[src/hdl/dftr_pkg.sv]
package dftr_pkg;

  // Clock and timing
  localparam longint CLK_HZ         = 100_000_000;
  localparam longint STOP_TEST_S    = 100;
  localparam logic [35:0] STOP_TEST_CYC = 36'(STOP_TEST_S * CLK_HZ);
  localparam longint RESTART_US     = 500;
  localparam logic [35:0] RESTART_CYC =
    36'((RESTART_US * CLK_HZ) / 1_000_000);
  localparam logic [3:0] PWRUP_CYC  = 4'h8;

  // Register byte addresses
  localparam logic [7:0] ADR_CTRL   = 8'h00;
  localparam logic [7:0] ADR_INIT   = 8'h04;
  localparam logic [7:0] ADR_STATUS = 8'h08;
  localparam logic [7:0] ADR_NEWEST = 8'h0C;
  localparam logic [7:0] ADR_MIDDLE = 8'h10;
  localparam logic [7:0] ADR_OLDEST = 8'h14;

  // Field positions and reset values
  localparam int        CTRL_USP_BIT   = 0;
  localparam logic      USP_EN_RST     = 1'b1;
  localparam logic [7:0] INIT_SEL_RST  = 8'h01;
  localparam logic [7:0] INIT_CLR_HIST = 8'h00;
  localparam int        ST_STATE_LSB   = 8;
  localparam int        ST_TRIP_BIT    = 11;

  // Motion phase encoding
  localparam logic [1:0] PH_CONST = 2'h0;
  localparam logic [1:0] PH_DECEL = 2'h1;
  localparam logic [1:0] PH_ACCEL = 2'h2;

  // Error codes shown on the display
  localparam logic [7:0] EC_NONE     = 8'h00;
  localparam logic [7:0] EC_OC_CONST = 8'h01;
  localparam logic [7:0] EC_OC_DECEL = 8'h02;
  localparam logic [7:0] EC_OC_ACCEL = 8'h03;
  localparam logic [7:0] EC_OC_OTHER = 8'h04;
  localparam logic [7:0] EC_OVERLOAD = 8'h05;
  localparam logic [7:0] EC_BRAKE    = 8'h06;
  localparam logic [7:0] EC_OVERVOLT = 8'h07;
  localparam logic [7:0] EC_NVMEM    = 8'h08;
  localparam logic [7:0] EC_UNDERV   = 8'h09;
  localparam logic [7:0] EC_CPU_A    = 8'h11;
  localparam logic [7:0] EC_EXT      = 8'h12;
  localparam logic [7:0] EC_START    = 8'h13;
  localparam logic [7:0] EC_GROUND   = 8'h14;
  localparam logic [7:0] EC_IN_OV    = 8'h15;
  localparam logic [7:0] EC_THERMAL  = 8'h21;
  localparam logic [7:0] EC_CPU_B    = 8'h22;
  localparam logic [7:0] EC_GATE     = 8'h23;
  localparam logic [7:0] EC_THERMIST = 8'h35;
  localparam logic [7:0] EC_COMM     = 8'h60;

  typedef enum logic [2:0] {
    ST_POWERUP = 3'b000,
    ST_STOP    = 3'b001,
    ST_RUN     = 3'b010,
    ST_RESTART = 3'b011,
    ST_TRIP    = 3'b100
  } dftr_state_t;

endpackage

[src/hdl/dftr_sync.sv]
`timescale 1ns/1ps
module dftr_sync #(
  parameter int W = 1
) (
  // Clock and reset
  input  wire logic         ref_clk,
  input  wire logic         resetn,
  // Levels in and out
  input  wire logic [W-1:0] async_in,
  output logic      [W-1:0] sync_out
);

  genvar gi;
  generate
    for (gi = 0; gi < W; gi++) begin : g_bit
      logic s1_q;
      logic s2_q;
      logic s3_q;
      always_ff @(posedge ref_clk) begin
        if (!resetn) begin
          s1_q        <= 1'b0;
          s2_q        <= 1'b0;
          s3_q        <= 1'b0;
          sync_out[gi] <= 1'b0;
        end else begin
          s1_q <= async_in[gi];
          s2_q <= s1_q;
          s3_q <= s2_q;
          // Accept a change only once the last two stages agree
          if (s2_q == s3_q) begin
            sync_out[gi] <= s3_q;
          end
        end
      end
    end
  endgenerate

endmodule

[src/hdl/dftr_top.sv]
// Strobed register access and the register offsets were chosen for this implementation.
`timescale 1ns/1ps
// Summary of operation
// - Any trip: output off, history recorded
// - Stop/reset key clears an active trip
// - Init select 00 erases fault history only
// - Trip shows its error code automatically
// - Over-current coded by motion phase
// - Motor overload trips with overload code
// - Braking resistor overload trips, output off
// - DC bus over-voltage gives over-voltage code
// - Parameter memory fault trips with memory code
// - DC bus under-voltage trips, under-voltage code
// - Processor malfunction trips with either code
// - External trip input trips the device
// - Start guard: run at power-up trips
// - Power-up ground fault check trips
// - Input over-voltage tested after stop dwell
// - Power module over-temperature trips
// - Gate array link failure reported
// - External thermistor over-temperature trips
// - Network watchdog expiry trips
// - Low input: off, retry, else trip
// - Reset terminal at power loss: memory error
// - Three-deep history shifts newest to oldest
module dftr_top #(
  parameter logic [35:0] STOP_TEST_CYC = dftr_pkg::STOP_TEST_CYC,
  parameter logic [35:0] RESTART_CYC   = dftr_pkg::RESTART_CYC,
  parameter int          PERF_W        = 16
) (
  // Clock and reset
  input  wire logic              ref_clk,
  input  wire logic              resetn,
  // Register port
  input  wire logic [7:0]        reg_addr,
  input  wire logic [31:0]       reg_wdata,
  input  wire logic              reg_wr,
  input  wire logic              reg_rd,
  output logic      [31:0]       reg_rdata,
  // Fault sensing pins
  input  wire logic              over_current,
  input  wire logic [1:0]        motion_phase,
  input  wire logic              motor_overload,
  input  wire logic              brake_overload,
  input  wire logic              dc_over_volt,
  input  wire logic              nvmem_fault,
  input  wire logic              dc_under_volt,
  input  wire logic              cpu_fault_a,
  input  wire logic              cpu_fault_b,
  input  wire logic              external_trip_input,
  input  wire logic              ground_fault,
  input  wire logic              input_over_volt,
  input  wire logic              module_over_temp,
  input  wire logic              gate_link_fail,
  input  wire logic              thermistor_hot,
  input  wire logic              comm_watchdog_expired,
  input  wire logic              low_input_volt,
  // Operator and terminal pins
  input  wire logic              run_command,
  input  wire logic              stop_reset_key,
  input  wire logic              reset_input_terminal,
  // Same-clock inputs
  input  wire logic              nv_reset_at_powerdown,
  input  wire logic [PERF_W-1:0] perf_data,
  // Drive and display
  output logic                   power_out_en,
  output logic                   trip_alarm,
  output logic                   restart_active,
  output logic      [7:0]        display_code,
  output logic                   reset_term_level
);

  localparam int HW = PERF_W + 8;
  localparam int SW = 21;

  logic [SW-1:0]       pins_raw;
  logic [SW-1:0]       pins_s;
  logic                s_oc;
  logic [1:0]          s_phase;
  logic                s_movl;
  logic                s_bovl;
  logic                s_dcov;
  logic                s_nvm;
  logic                s_dcuv;
  logic                s_cpua;
  logic                s_cpub;
  logic                s_ext;
  logic                s_gf;
  logic                s_inov;
  logic                s_mhot;
  logic                s_gate;
  logic                s_therm;
  logic                s_wdt;
  logic                s_low;
  logic                s_run;
  logic                s_key;
  logic                s_rs;

  dftr_pkg::dftr_state_t state_q;
  dftr_pkg::dftr_state_t state_d;
  logic                usp_en_q;
  logic [7:0]          init_sel_q;
  logic [3:0]          pwr_cnt_q;
  logic [35:0]         stop_cnt_q;
  logic [35:0]         rst_cnt_q;
  logic                key_q;
  logic                key_edge;
  logic                stop_test_ok;
  logic                fault_hit;
  logic [7:0]          fault_code;
  logic                trip_now;
  logic                hist_clr;
  logic [HW-1:0]       hist_q [3];

  assign pins_raw = {over_current, motion_phase, motor_overload,
                     brake_overload, dc_over_volt, nvmem_fault,
                     dc_under_volt, cpu_fault_a, cpu_fault_b,
                     external_trip_input, ground_fault, input_over_volt,
                     module_over_temp, gate_link_fail, thermistor_hot,
                     comm_watchdog_expired, low_input_volt, run_command,
                     stop_reset_key, reset_input_terminal};

  dftr_sync #(
    .W (SW)
  ) u_sync (
    .ref_clk  (ref_clk),
    .resetn   (resetn),
    .async_in (pins_raw),
    .sync_out (pins_s)
  );

  assign {s_oc, s_phase, s_movl, s_bovl, s_dcov, s_nvm, s_dcuv, s_cpua,
          s_cpub, s_ext, s_gf, s_inov, s_mhot, s_gate, s_therm, s_wdt,
          s_low, s_run, s_key, s_rs} = pins_s;

  assign key_edge     = s_key & ~key_q;
  assign stop_test_ok = (stop_cnt_q >= STOP_TEST_CYC);

  // Operating faults, highest priority first
  always_comb begin
    fault_hit  = 1'b1;
    fault_code = dftr_pkg::EC_NONE;
    if (s_oc) begin
      case (s_phase)
        dftr_pkg::PH_CONST: fault_code = dftr_pkg::EC_OC_CONST;
        dftr_pkg::PH_DECEL: fault_code = dftr_pkg::EC_OC_DECEL;
        dftr_pkg::PH_ACCEL: fault_code = dftr_pkg::EC_OC_ACCEL;
        default:            fault_code = dftr_pkg::EC_OC_OTHER;
      endcase
    end else if (s_movl) begin
      fault_code = dftr_pkg::EC_OVERLOAD;
    end else if (s_bovl) begin
      fault_code = dftr_pkg::EC_BRAKE;
    end else if (s_dcov) begin
      fault_code = dftr_pkg::EC_OVERVOLT;
    end else if (s_nvm) begin
      fault_code = dftr_pkg::EC_NVMEM;
    end else if (s_dcuv) begin
      fault_code = dftr_pkg::EC_UNDERV;
    end else if (s_cpua) begin
      fault_code = dftr_pkg::EC_CPU_A;
    end else if (s_cpub) begin
      fault_code = dftr_pkg::EC_CPU_B;
    end else if (s_ext) begin
      fault_code = dftr_pkg::EC_EXT;
    end else if (s_mhot) begin
      fault_code = dftr_pkg::EC_THERMAL;
    end else if (s_gate) begin
      fault_code = dftr_pkg::EC_GATE;
    end else if (s_therm) begin
      fault_code = dftr_pkg::EC_THERMIST;
    end else if (s_wdt) begin
      fault_code = dftr_pkg::EC_COMM;
    end else if (state_q == dftr_pkg::ST_STOP && stop_test_ok && s_inov) begin
      fault_code = dftr_pkg::EC_IN_OV;
    end else if (state_q == dftr_pkg::ST_RESTART && s_low &&
                 rst_cnt_q >= RESTART_CYC) begin
      fault_code = dftr_pkg::EC_UNDERV;
    end else begin
      fault_hit = 1'b0;
    end
  end

  // Next state and trip decision
  always_comb begin
    state_d    = state_q;
    trip_now   = 1'b0;
    case (state_q)
      dftr_pkg::ST_POWERUP: begin
        if (pwr_cnt_q >= dftr_pkg::PWRUP_CYC) begin
          if (fault_hit || s_gf || nv_reset_at_powerdown ||
              (usp_en_q && s_run)) begin
            trip_now = 1'b1;
            state_d  = dftr_pkg::ST_TRIP;
          end else begin
            state_d = dftr_pkg::ST_STOP;
          end
        end
      end
      dftr_pkg::ST_STOP: begin
        if (fault_hit) begin
          trip_now = 1'b1;
          state_d  = dftr_pkg::ST_TRIP;
        end else if (s_run && !s_key) begin
          state_d = dftr_pkg::ST_RUN;
        end
      end
      dftr_pkg::ST_RUN: begin
        if (fault_hit) begin
          trip_now = 1'b1;
          state_d  = dftr_pkg::ST_TRIP;
        end else if (s_low) begin
          state_d = dftr_pkg::ST_RESTART;
        end else if (key_edge || !s_run) begin
          state_d = dftr_pkg::ST_STOP;
        end
      end
      dftr_pkg::ST_RESTART: begin
        if (fault_hit) begin
          trip_now = 1'b1;
          state_d  = dftr_pkg::ST_TRIP;
        end else if (!s_low) begin
          state_d = s_run ? dftr_pkg::ST_RUN : dftr_pkg::ST_STOP;
        end
      end
      dftr_pkg::ST_TRIP: begin
        // Run is refused here until the operator clears the trip
        if (key_edge) begin
          state_d = dftr_pkg::ST_STOP;
        end
      end
      default: begin
        state_d = dftr_pkg::ST_POWERUP;
      end
    endcase
  end

  // Power-up code for the trip taken at the end of the check window
  logic [7:0] trip_code;
  always_comb begin
    trip_code = fault_code;
    if (state_q == dftr_pkg::ST_POWERUP && !fault_hit) begin
      if (s_gf) begin
        trip_code = dftr_pkg::EC_GROUND;
      end else if (nv_reset_at_powerdown) begin
        trip_code = dftr_pkg::EC_NVMEM;
      end else begin
        trip_code = dftr_pkg::EC_START;
      end
    end
  end

  always_ff @(posedge ref_clk) begin
    if (!resetn) begin
      state_q <= dftr_pkg::ST_POWERUP;
      key_q   <= 1'b0;
    end else begin
      state_q <= state_d;
      key_q   <= s_key;
    end
  end

  always_ff @(posedge ref_clk) begin
    if (!resetn) begin
      pwr_cnt_q <= 4'h0;
    end else if (state_q == dftr_pkg::ST_POWERUP) begin
      pwr_cnt_q <= pwr_cnt_q + 4'h1;
    end
  end

  // Stop dwell counter saturates once the test is armed
  always_ff @(posedge ref_clk) begin
    if (!resetn) begin
      stop_cnt_q <= 36'h0;
    end else if (state_q != dftr_pkg::ST_STOP) begin
      stop_cnt_q <= 36'h0;
    end else if (!stop_test_ok) begin
      stop_cnt_q <= stop_cnt_q + 36'h1;
    end
  end

  always_ff @(posedge ref_clk) begin
    if (!resetn) begin
      rst_cnt_q <= 36'h0;
    end else if (state_q != dftr_pkg::ST_RESTART) begin
      rst_cnt_q <= 36'h0;
    end else if (rst_cnt_q < RESTART_CYC) begin
      rst_cnt_q <= rst_cnt_q + 36'h1;
    end
  end

  // Drive and display outputs
  always_ff @(posedge ref_clk) begin
    if (!resetn) begin
      power_out_en     <= 1'b0;
      trip_alarm       <= 1'b0;
      restart_active   <= 1'b0;
      display_code     <= dftr_pkg::EC_NONE;
      reset_term_level <= 1'b0;
    end else begin
      power_out_en     <= (state_d == dftr_pkg::ST_RUN);
      trip_alarm       <= (state_d == dftr_pkg::ST_TRIP);
      restart_active   <= (state_d == dftr_pkg::ST_RESTART);
      reset_term_level <= s_rs;
      if (trip_now) begin
        display_code <= trip_code;
      end else if (state_d != dftr_pkg::ST_TRIP) begin
        display_code <= dftr_pkg::EC_NONE;
      end
    end
  end

  // Fault history: a new entry wins over a clear in the same cycle
  assign hist_clr = reg_wr && reg_addr == dftr_pkg::ADR_INIT &&
                    reg_wdata[7:0] == dftr_pkg::INIT_CLR_HIST;

  always_ff @(posedge ref_clk) begin
    if (!resetn) begin
      for (int i = 0; i < 3; i++) begin
        hist_q[i] <= '0;
      end
    end else if (trip_now) begin
      hist_q[0] <= {perf_data, trip_code};
      hist_q[1] <= hist_clr ? '0 : hist_q[0];
      hist_q[2] <= hist_clr ? '0 : hist_q[1];
    end else if (hist_clr) begin
      for (int i = 0; i < 3; i++) begin
        hist_q[i] <= '0;
      end
    end
  end
  // A trip clear touches only state and display, never hist_q

  // Configuration registers
  always_ff @(posedge ref_clk) begin
    if (!resetn) begin
      usp_en_q   <= dftr_pkg::USP_EN_RST;
      init_sel_q <= dftr_pkg::INIT_SEL_RST;
    end else if (reg_wr) begin
      if (reg_addr == dftr_pkg::ADR_CTRL) begin
        usp_en_q <= reg_wdata[dftr_pkg::CTRL_USP_BIT];
      end
      if (reg_addr == dftr_pkg::ADR_INIT) begin
        init_sel_q <= reg_wdata[7:0];
      end
    end
  end

  // Read data, valid the cycle after the read strobe
  always_ff @(posedge ref_clk) begin
    if (!resetn) begin
      reg_rdata <= 32'h0;
    end else if (reg_rd) begin
      reg_rdata <= 32'h0;
      case (reg_addr)
        dftr_pkg::ADR_CTRL: begin
          reg_rdata[dftr_pkg::CTRL_USP_BIT] <= usp_en_q;
        end
        dftr_pkg::ADR_INIT: begin
          reg_rdata[7:0] <= init_sel_q;
        end
        dftr_pkg::ADR_STATUS: begin
          reg_rdata[7:0] <= display_code;
          reg_rdata[dftr_pkg::ST_STATE_LSB +: 3] <= state_q;
          reg_rdata[dftr_pkg::ST_TRIP_BIT] <= trip_alarm;
        end
        dftr_pkg::ADR_NEWEST: begin
          reg_rdata[HW-1:0] <= hist_q[0];
        end
        dftr_pkg::ADR_MIDDLE: begin
          reg_rdata[HW-1:0] <= hist_q[1];
        end
        dftr_pkg::ADR_OLDEST: begin
          reg_rdata[HW-1:0] <= hist_q[2];
        end
        default: begin
          reg_rdata <= 32'h0;
        end
      endcase
    end else begin
      reg_rdata <= 32'h0;
    end
  end

endmodule

[config.mk]
export PLATFORM = sky130hd
export DESIGN_NAME = dftr_top
export DESIGN_NICKNAME = d
export VERILOG_FILES = /design/src/hdl/dftr_pkg.sv /design/src/hdl/dftr_sync.sv /design/src/hdl/dftr_top.sv
export SDC_FILE = /design/constraint.sdc
export NUM_CORES = 1
export LEC_CHECK = 0
export BUFFER_PORTS_ARGS = -buffer_cell sky130_fd_sc_hd__buf_2
export CAP_MARGIN = 5
export CORE_MARGIN = 2
export CORE_UTILIZATION = 30
export DETAILED_ROUTE_END_ITERATION = 10
export MAX_ROUTING_LAYER = met4
export PLACE_DENSITY = 0.55
export SYNTH_ARGS = -nofsm -noshare
export SYNTH_HDL_FRONTEND = slang
export SYNTH_HIERARCHICAL = 1
export SYNTH_SLANG_ARGS = --single-unit
[constraint.sdc]
create_clock -name ref_clk -period 4.4 [get_ports ref_clk]
set_clock_uncertainty 0.15 [all_clocks]
set_input_delay 0.88 -clock ref_clk [delete_from_list [all_inputs] [get_ports ref_clk]]
set_output_delay 0.88 -clock ref_clk [all_outputs]
set_load 0.1 [all_outputs]
==> run metrics, run 1 <==
vias per cell=~4.6; clock slew at reported path FFs=about 0.06 ns; largest net degree at the start of global routing=91; post-synth top area share=0.382; post-CTS sizing=0; top-count cell post-synth=dfxtp_1; DIE AREA=37,900 µm²; minimum clock period=~3.4 ns; sinks on the clock net=between 200 and 300; run status=complete, no violations; DP HPWL=about 15,000 µm; cell chain of the critical path=nor4_1 > nand2_1 > or3_1 > a31oi_1 > a31oi_2 > and2_1; critical path class=flip-flop to flip-flop; maximum VDD drop=roughly 0.26 mV; cells after synthesis=approximately 1,100; GRT Residual Overflow=0; Tcrit/Tclk final=0.766; Synth top cells by count=dfxtp_1, and2_1, nor2_1; global-route wire length before repair=37,700 µm; CTS tree=done; Clock Power Share=0.486; P_int=0.00436 W; # IOs=126; P_leak=4.83 nW; GRT Util Overall=0.124; post-synthesis sequential element count=277; switching power=0.00116 W; Area growth syn-to-layout=18.0%; Routed WL per cell=13.9 µm; Critical Path AT=3.51 ns; initial antenna violation count=1; sequential fraction of the synthesis area=0.572; CTS Hold Bufs=0; Routability Congestion=a little under 0.8; synth top area cells=dfxtp_1, edfxtp_1, and2_1; sw frac=0.210; # Max-Cap Violations=0; TNS Setup=0 ns; EDFF count, synth=slightly below 70; DRT met1 WL=11,500 µm; met2 WL post-DR=9560 µm; core area=between 30,000 and 40,000 µm²; Critical path buffers and inverters=0; fraction of layout cells with a size suffix above 1=0.155; clk root buf=clkbuf_16; met3 routed WL=1240 µm; later-pin clock latency in the skew report=0.55 ns; delay-heaviest family, CP=simple AND/OR/NAND/NOR gates; DIE WIDTH=between 150 and 200 µm; Remaining DRCs=0; postcts setup bufs=0; Slew HR=0.209; f_max=0.297 GHz; post-synth top area cell=dfxtp_1; RSZ-0062 raised after global routing=no; sequential power share=0.485; critical path launch point type=flip-flop; synth unique cells=59; final hold slack=0.281 ns; dpl ws=between 0.6 and 0.7 ns; input/output buffers=a little over 90; CTS max path bufs=3; Site Rows=just under 70; Worst Tran Pin Value=1.18 ns; DRT Wirelength=22,800 µm; Comb power frac=0.030; Setup crit end kind=flip-flop; final hold viol count=0; final net count=1,243; Syn Area/Cell=10.3 µm²; slowest stage delay, CP=around 0.7 ns; Inserted Clock Buffers=29; final setup violation count=0; highest routed layer=met4; Required @ worst endpoint=approximately 4.6 ns; Cell Pwr Density=429 nW/µm²; Post-synth ARST share=0; HP Class=flip-flop to flip-flop; Final WS setup=1.03 ns; synthesized cell area=10,900 µm²; count of warnings emitted by yosys=6; ys flop type=dfxtp_1; post-layout util=0.361; starting density of the core=0.306; H-tree depth=1; Iter 0 DRT Violations=415; antenna-violating nets left=0; TritonRoute pass-1 iters=5; fin. max-slew vios=0; DR vias=7,474; vias in the first global route=7,145; Chip Height=~190 µm; critical path fanouts, max=19; slowest CP cell=nor4_1
## path summary, 6_finish.rpt
kind                            depth (start not counted)               endpoint             startpoint  slack (ns)
worst max register to register                          6          hist_q[0][19]    u_sync/sync_out[16]        1.03
worst min-delay path                                    1  u_sync/g_bit[20].s2_q  u_sync/g_bit[20].s1_q        0.28
worst min register to register                          1  u_sync/g_bit[20].s2_q  u_sync/g_bit[20].s1_q        0.28
worst max-delay path                                    6          hist_q[0][19]    u_sync/sync_out[16]        1.03
## placed cells by master, fill, tap and decap left out, drive strengths merged, types with 24 or more instances in the layout
cell and count:
clkbuf 36, buf 101, a21boi 28, dfxtp 208
nor2 110, edfxtp 69, nand2 87, inv 24
a21oi 33, and2 155, xnor2 26, o21ai 39
## logic make-up after synthesis
family / synth area share
simple gates: 0.227
other cells: 0.000344
fa+ha+maj: 0.00803
flops: 0.572
xor+xnor: 0.0361
buf+inv: 0.0325
compound gates: 0.106
mux: 0.0187
## through the flow
stage                     instances  total power (W)  cell area (µm²)
after global placement         1584          0.00289            11800
after CTS                      1638          0.00559            12900
after detailed placement       1584          0.00290            11800
after floorplan                1072          0.00284            10900
final                          1640          0.00552            12900
after global routing           1639          0.00571            12900
## state kept, by name, summed over array words and instances, names as in the netlist
signal and cells:
hist_q 69, rst_cnt_q 36, stop_cnt_q 36, reg_rdata 24
u_sync/g_bit.s1_q 21, u_sync/g_bit.s2_q 21, u_sync/g_bit.s3_q 21, u_sync/sync_out 21
init_sel_q 8, display_code 7, pwr_cnt_q 4, state_q 3
key_q 1, power_out_en 1, reset_term_level 1, restart_active 1
trip_alarm 1, usp_en_q 1
## routing by layer
metal | GRT usage | up-vias
li1 | - | 3819
met1 | 0.173 | 3480
met2 | 0.186 | 147
met3 | 0.0222 | 28
met4 | 0.0288 | 0
met5 | - | -
## power by group through the flow
stage | clock [W] | combinational (W) | sequential (W)
finish | 0.00268 | 0.000164 | 0.00267
global placement | 0 | 0.000165 | 0.00273
CTS | 0.00275 | 0.000167 | 0.00267
detailed placement | 0 | 0.000166 | 0.00273
global route | 0.00285 | 0.000181 | 0.00268
floorplan | 0 | 0.000119 | 0.00272
## cell type report
type | instances | area (µm²)
fill | 3585 | 22800
sequential | 277 | 6240
multi-input combinational | 723 | 4360
clock buffer | 36 | 802
tap | 461 | 577
timing repair buffer | 101 | 541
clock inverter | 18 | 263
inverter | 22 | 82.6
antenna | 2 | 5.00
(Power assumes the default switching activity.)
==> run 2: changes to the inputs <==
Settings changed: PLACE_DENSITY 0.55 to 0.54.
Clock period 4.4 ns to 3.4 ns, I/O delays scaled along.
==> run 2 against run 1 <==
Critical path depth is 1 higher. Total power increased by 24%. Die area unchanged. Global-route usage grew 0.15 points. Worst hold slack worse by 0.096 ns. Clock power is 18% higher. Design area is 0.61% higher. Via count grew 0.80%. Critical endpoint is now hist_q[0][65]. Largest power group is now sequential cells. Highest routed layer unchanged.
==> run metrics, run 2 (same netlist as run 1, synthesis figures left out) <==
fraction of layout cells with a size suffix above 1=0.164 (+0.00939); slowest CP cell=or4_4; Chip Height=195 µm (unchanged); core area=35,700 µm² (unchanged); R2R Setup Slk=0.30 ns (-0.73 ns); cell chain of the critical path=nor4_2 > nand4_1 > or4_4 > a21o_1 > a311o_4 > nand2b_4 > buf_12; Slew HR=0.479 (+0.270); fin. max-slew vios=0 (unchanged); R2R cell count=7 (+1); Worst Tran Pin Value=0.779 ns (-0.403 ns); Hold Crit Depth=2 (+1); Tcrit/Tclk final=0.912 (+0.146); Critical path buffers and inverters=1 (+1); slowest stage delay, CP=0.61 ns (-0.11 ns); Remaining DRCs=0 (unchanged); initial antenna violation count=1 (unchanged); Layout Cells excl Fill=1,657 (+1.0%); Setup crit end kind=flip-flop; DP HPWL=15,500 µm (+2.2%); dpl cells=1,602 (+1.1%); Routability Congestion=0.799 (+1.1%); Critical Path AT=3.19 ns (-0.32 ns); WP depth=7 (+1); CTS max path bufs=3 (unchanged); DIE AREA=37,900 µm² (unchanged); maximum VDD drop=0.356 mV (+35%); CTS Hold Bufs=0 (unchanged); vias per cell=4.55 (-0.23%); clk root buf=clkbuf_16; minimum clock period=3.10 ns (-0.268 ns); Critical Path End=hist_q[0][65]; global-route wire length before repair=38,200 µm (+1.5%); TNS Setup=0 ns (unchanged); # Max-Cap Violations=0 (unchanged); Iter 0 DRT Violations=461 (+11%); worst reg2reg path endpoint=hist_q[0][65]; Cell Pwr Density=528 nW/µm² (+23%); DIE WIDTH=195 µm (unchanged); Routed WL per cell=13.7 µm (-1.1%); Inserted Clock Buffers=30 (+3.4%); input/output buffers=92 (unchanged); final setup violation count=0 (unchanged); top flop regs=hist_q (69), rst_cnt_q (36), stop_cnt_q (36); final net count=1,262 (+1.5%); critical path class=flip-flop to flip-flop; later-pin clock latency in the skew report=0.55 ns (about the same); f_max=0.322 GHz (+8.6%); DR vias=7,534 (+0.80%); FILL cells=3,612 (+0.75%); max reg flops=69 (unchanged); DRT Wirelength=22,700 µm (about the same); run status=complete, no violations; Site Rows=69 (unchanged); most common cell after layout, fill and taps aside=dfxtp_1; delay-heaviest family, CP=simple AND/OR/NAND/NOR gates; starting density of the core=0.306 (unchanged); RSZ-0062 raised after global routing=no; post-layout util=0.363 (+0.00221); antenna-violating nets left=0 (unchanged); Area growth syn-to-layout=18.7%; P_leak=4.90 nW (+1.4%); post-CTS sizing=0 (unchanged); reg-to-reg startpoint=stop_cnt_q[31]; postcts setup bufs=0 (unchanged); CTS tree=done; most flop-heavy register=hist_q; GRT Util Overall=0.125 (+0.00146); HP Class=input pin to flip-flop; Final Cell Area=12,900 µm² (+0.61%); most frequent cells in the layout=dfxtp_1, and2_1, nor2_1, buf_2, nand2_1; # IOs=126 (unchanged); H-tree depth=1 (unchanged); GRT Residual Overflow=0 (unchanged); Area after DPL=12,000 µm² (+1.5%); critical path fanouts, max=30 (+11); crit path from=stop_cnt_q[31]; largest net degree at the start of global routing=67 (-26%); sinks on the clock net=277 (unchanged); final hold viol count=0 (unchanged); clock slew at reported path FFs=0.06 ns (about the same); TritonRoute pass-1 iters=5 (unchanged); Required @ worst endpoint=3.49 ns (-1.06 ns); critical path launch point type=flip-flop; vias in the first global route=7,359 (+3.0%)
-- run 2: cell count changes in the layout (fill, tap and decap cells not counted), sizes merged --
cell,change
buf,+18
bufinv,-5
clkbuf,+8
clkinvlp,-3
diode,-1
-- run 2: layout make-up --
| type | instances | area [µm²] | area share |
|---|---|---|---|
| diodes | 1 | 2.50 | 0.000193 |
| clock buffers | 44 | 885 | 0.0683 |
| clock inverters | 10 | 83.8 | 0.00648 |
| inverters | 22 | 82.6 | 0.00638 |
| multi-input cells | 723 | 4370 | 0.337 |
| flip-flops and latches | 277 | 6240 | 0.482 |
| well taps | 461 | 577 | 0.0446 |
| repair buffers | 119 | 713 | 0.0551 |
-- run 2: routing by layer --
metal,track usage,part of all wire
met1,0.171,0.49
met2,0.191,0.44
met3,0.0220,0.052
met4,0.0345,0.018
met5,-,0
-- run 2: worst reg2reg max path, delay by kind of cell, from the launching register on --
kind / cells / cell delay (ns)
buffers and inverters: 1 / 0.24
DFF: 1 / 0.35
AOI/OAI and AO/OA: 2 / 0.73
and+or+nand+nor: 4 / 1.31
-- run 2: power breakdown --
| group | leakage (nW) | internal [W] | switching, W | total, W |
|---|---|---|---|---|
| sequential | 2.40 | 0.00343 | 0.0000262 | 0.00346 |
| clock | 0.484 | 0.00187 | 0.00128 | 0.00315 |
| combinational | 2.01 | 0.0000799 | 0.000141 | 0.000220 |
| total | 4.90 | 0.00538 | 0.00145 | 0.00683 |
-- run 2: through the flow --
step                      hold WS [ns]  power, W  setup WS (ns)
after floorplan                  0.262   0.00368          0.185
after global placement           0.264   0.00375          0.328
after detailed placement         0.268   0.00375          0.308
after CTS                        0.153   0.00694          0.275
after global routing             0.171   0.00709          0.107
final                            0.185   0.00683          0.299
-- run 2: worst min path at each step --
stage	slack, ns	startpoint	to
floorplan	0.26	u_sync/g_bit[0].s1_q	u_sync/g_bit[0].s2_q
global placement	0.26	u_sync/g_bit[0].s1_q	u_sync/g_bit[0].s2_q
detailed placement	0.27	u_sync/g_bit[15].s1_q	u_sync/g_bit[15].s2_q
CTS	0.15	reset_input_terminal	u_sync/g_bit[0].s1_q
global route	0.17	run_command	u_sync/g_bit[2].s1_q
finish	0.18	reset_input_terminal	u_sync/g_bit[0].s1_q
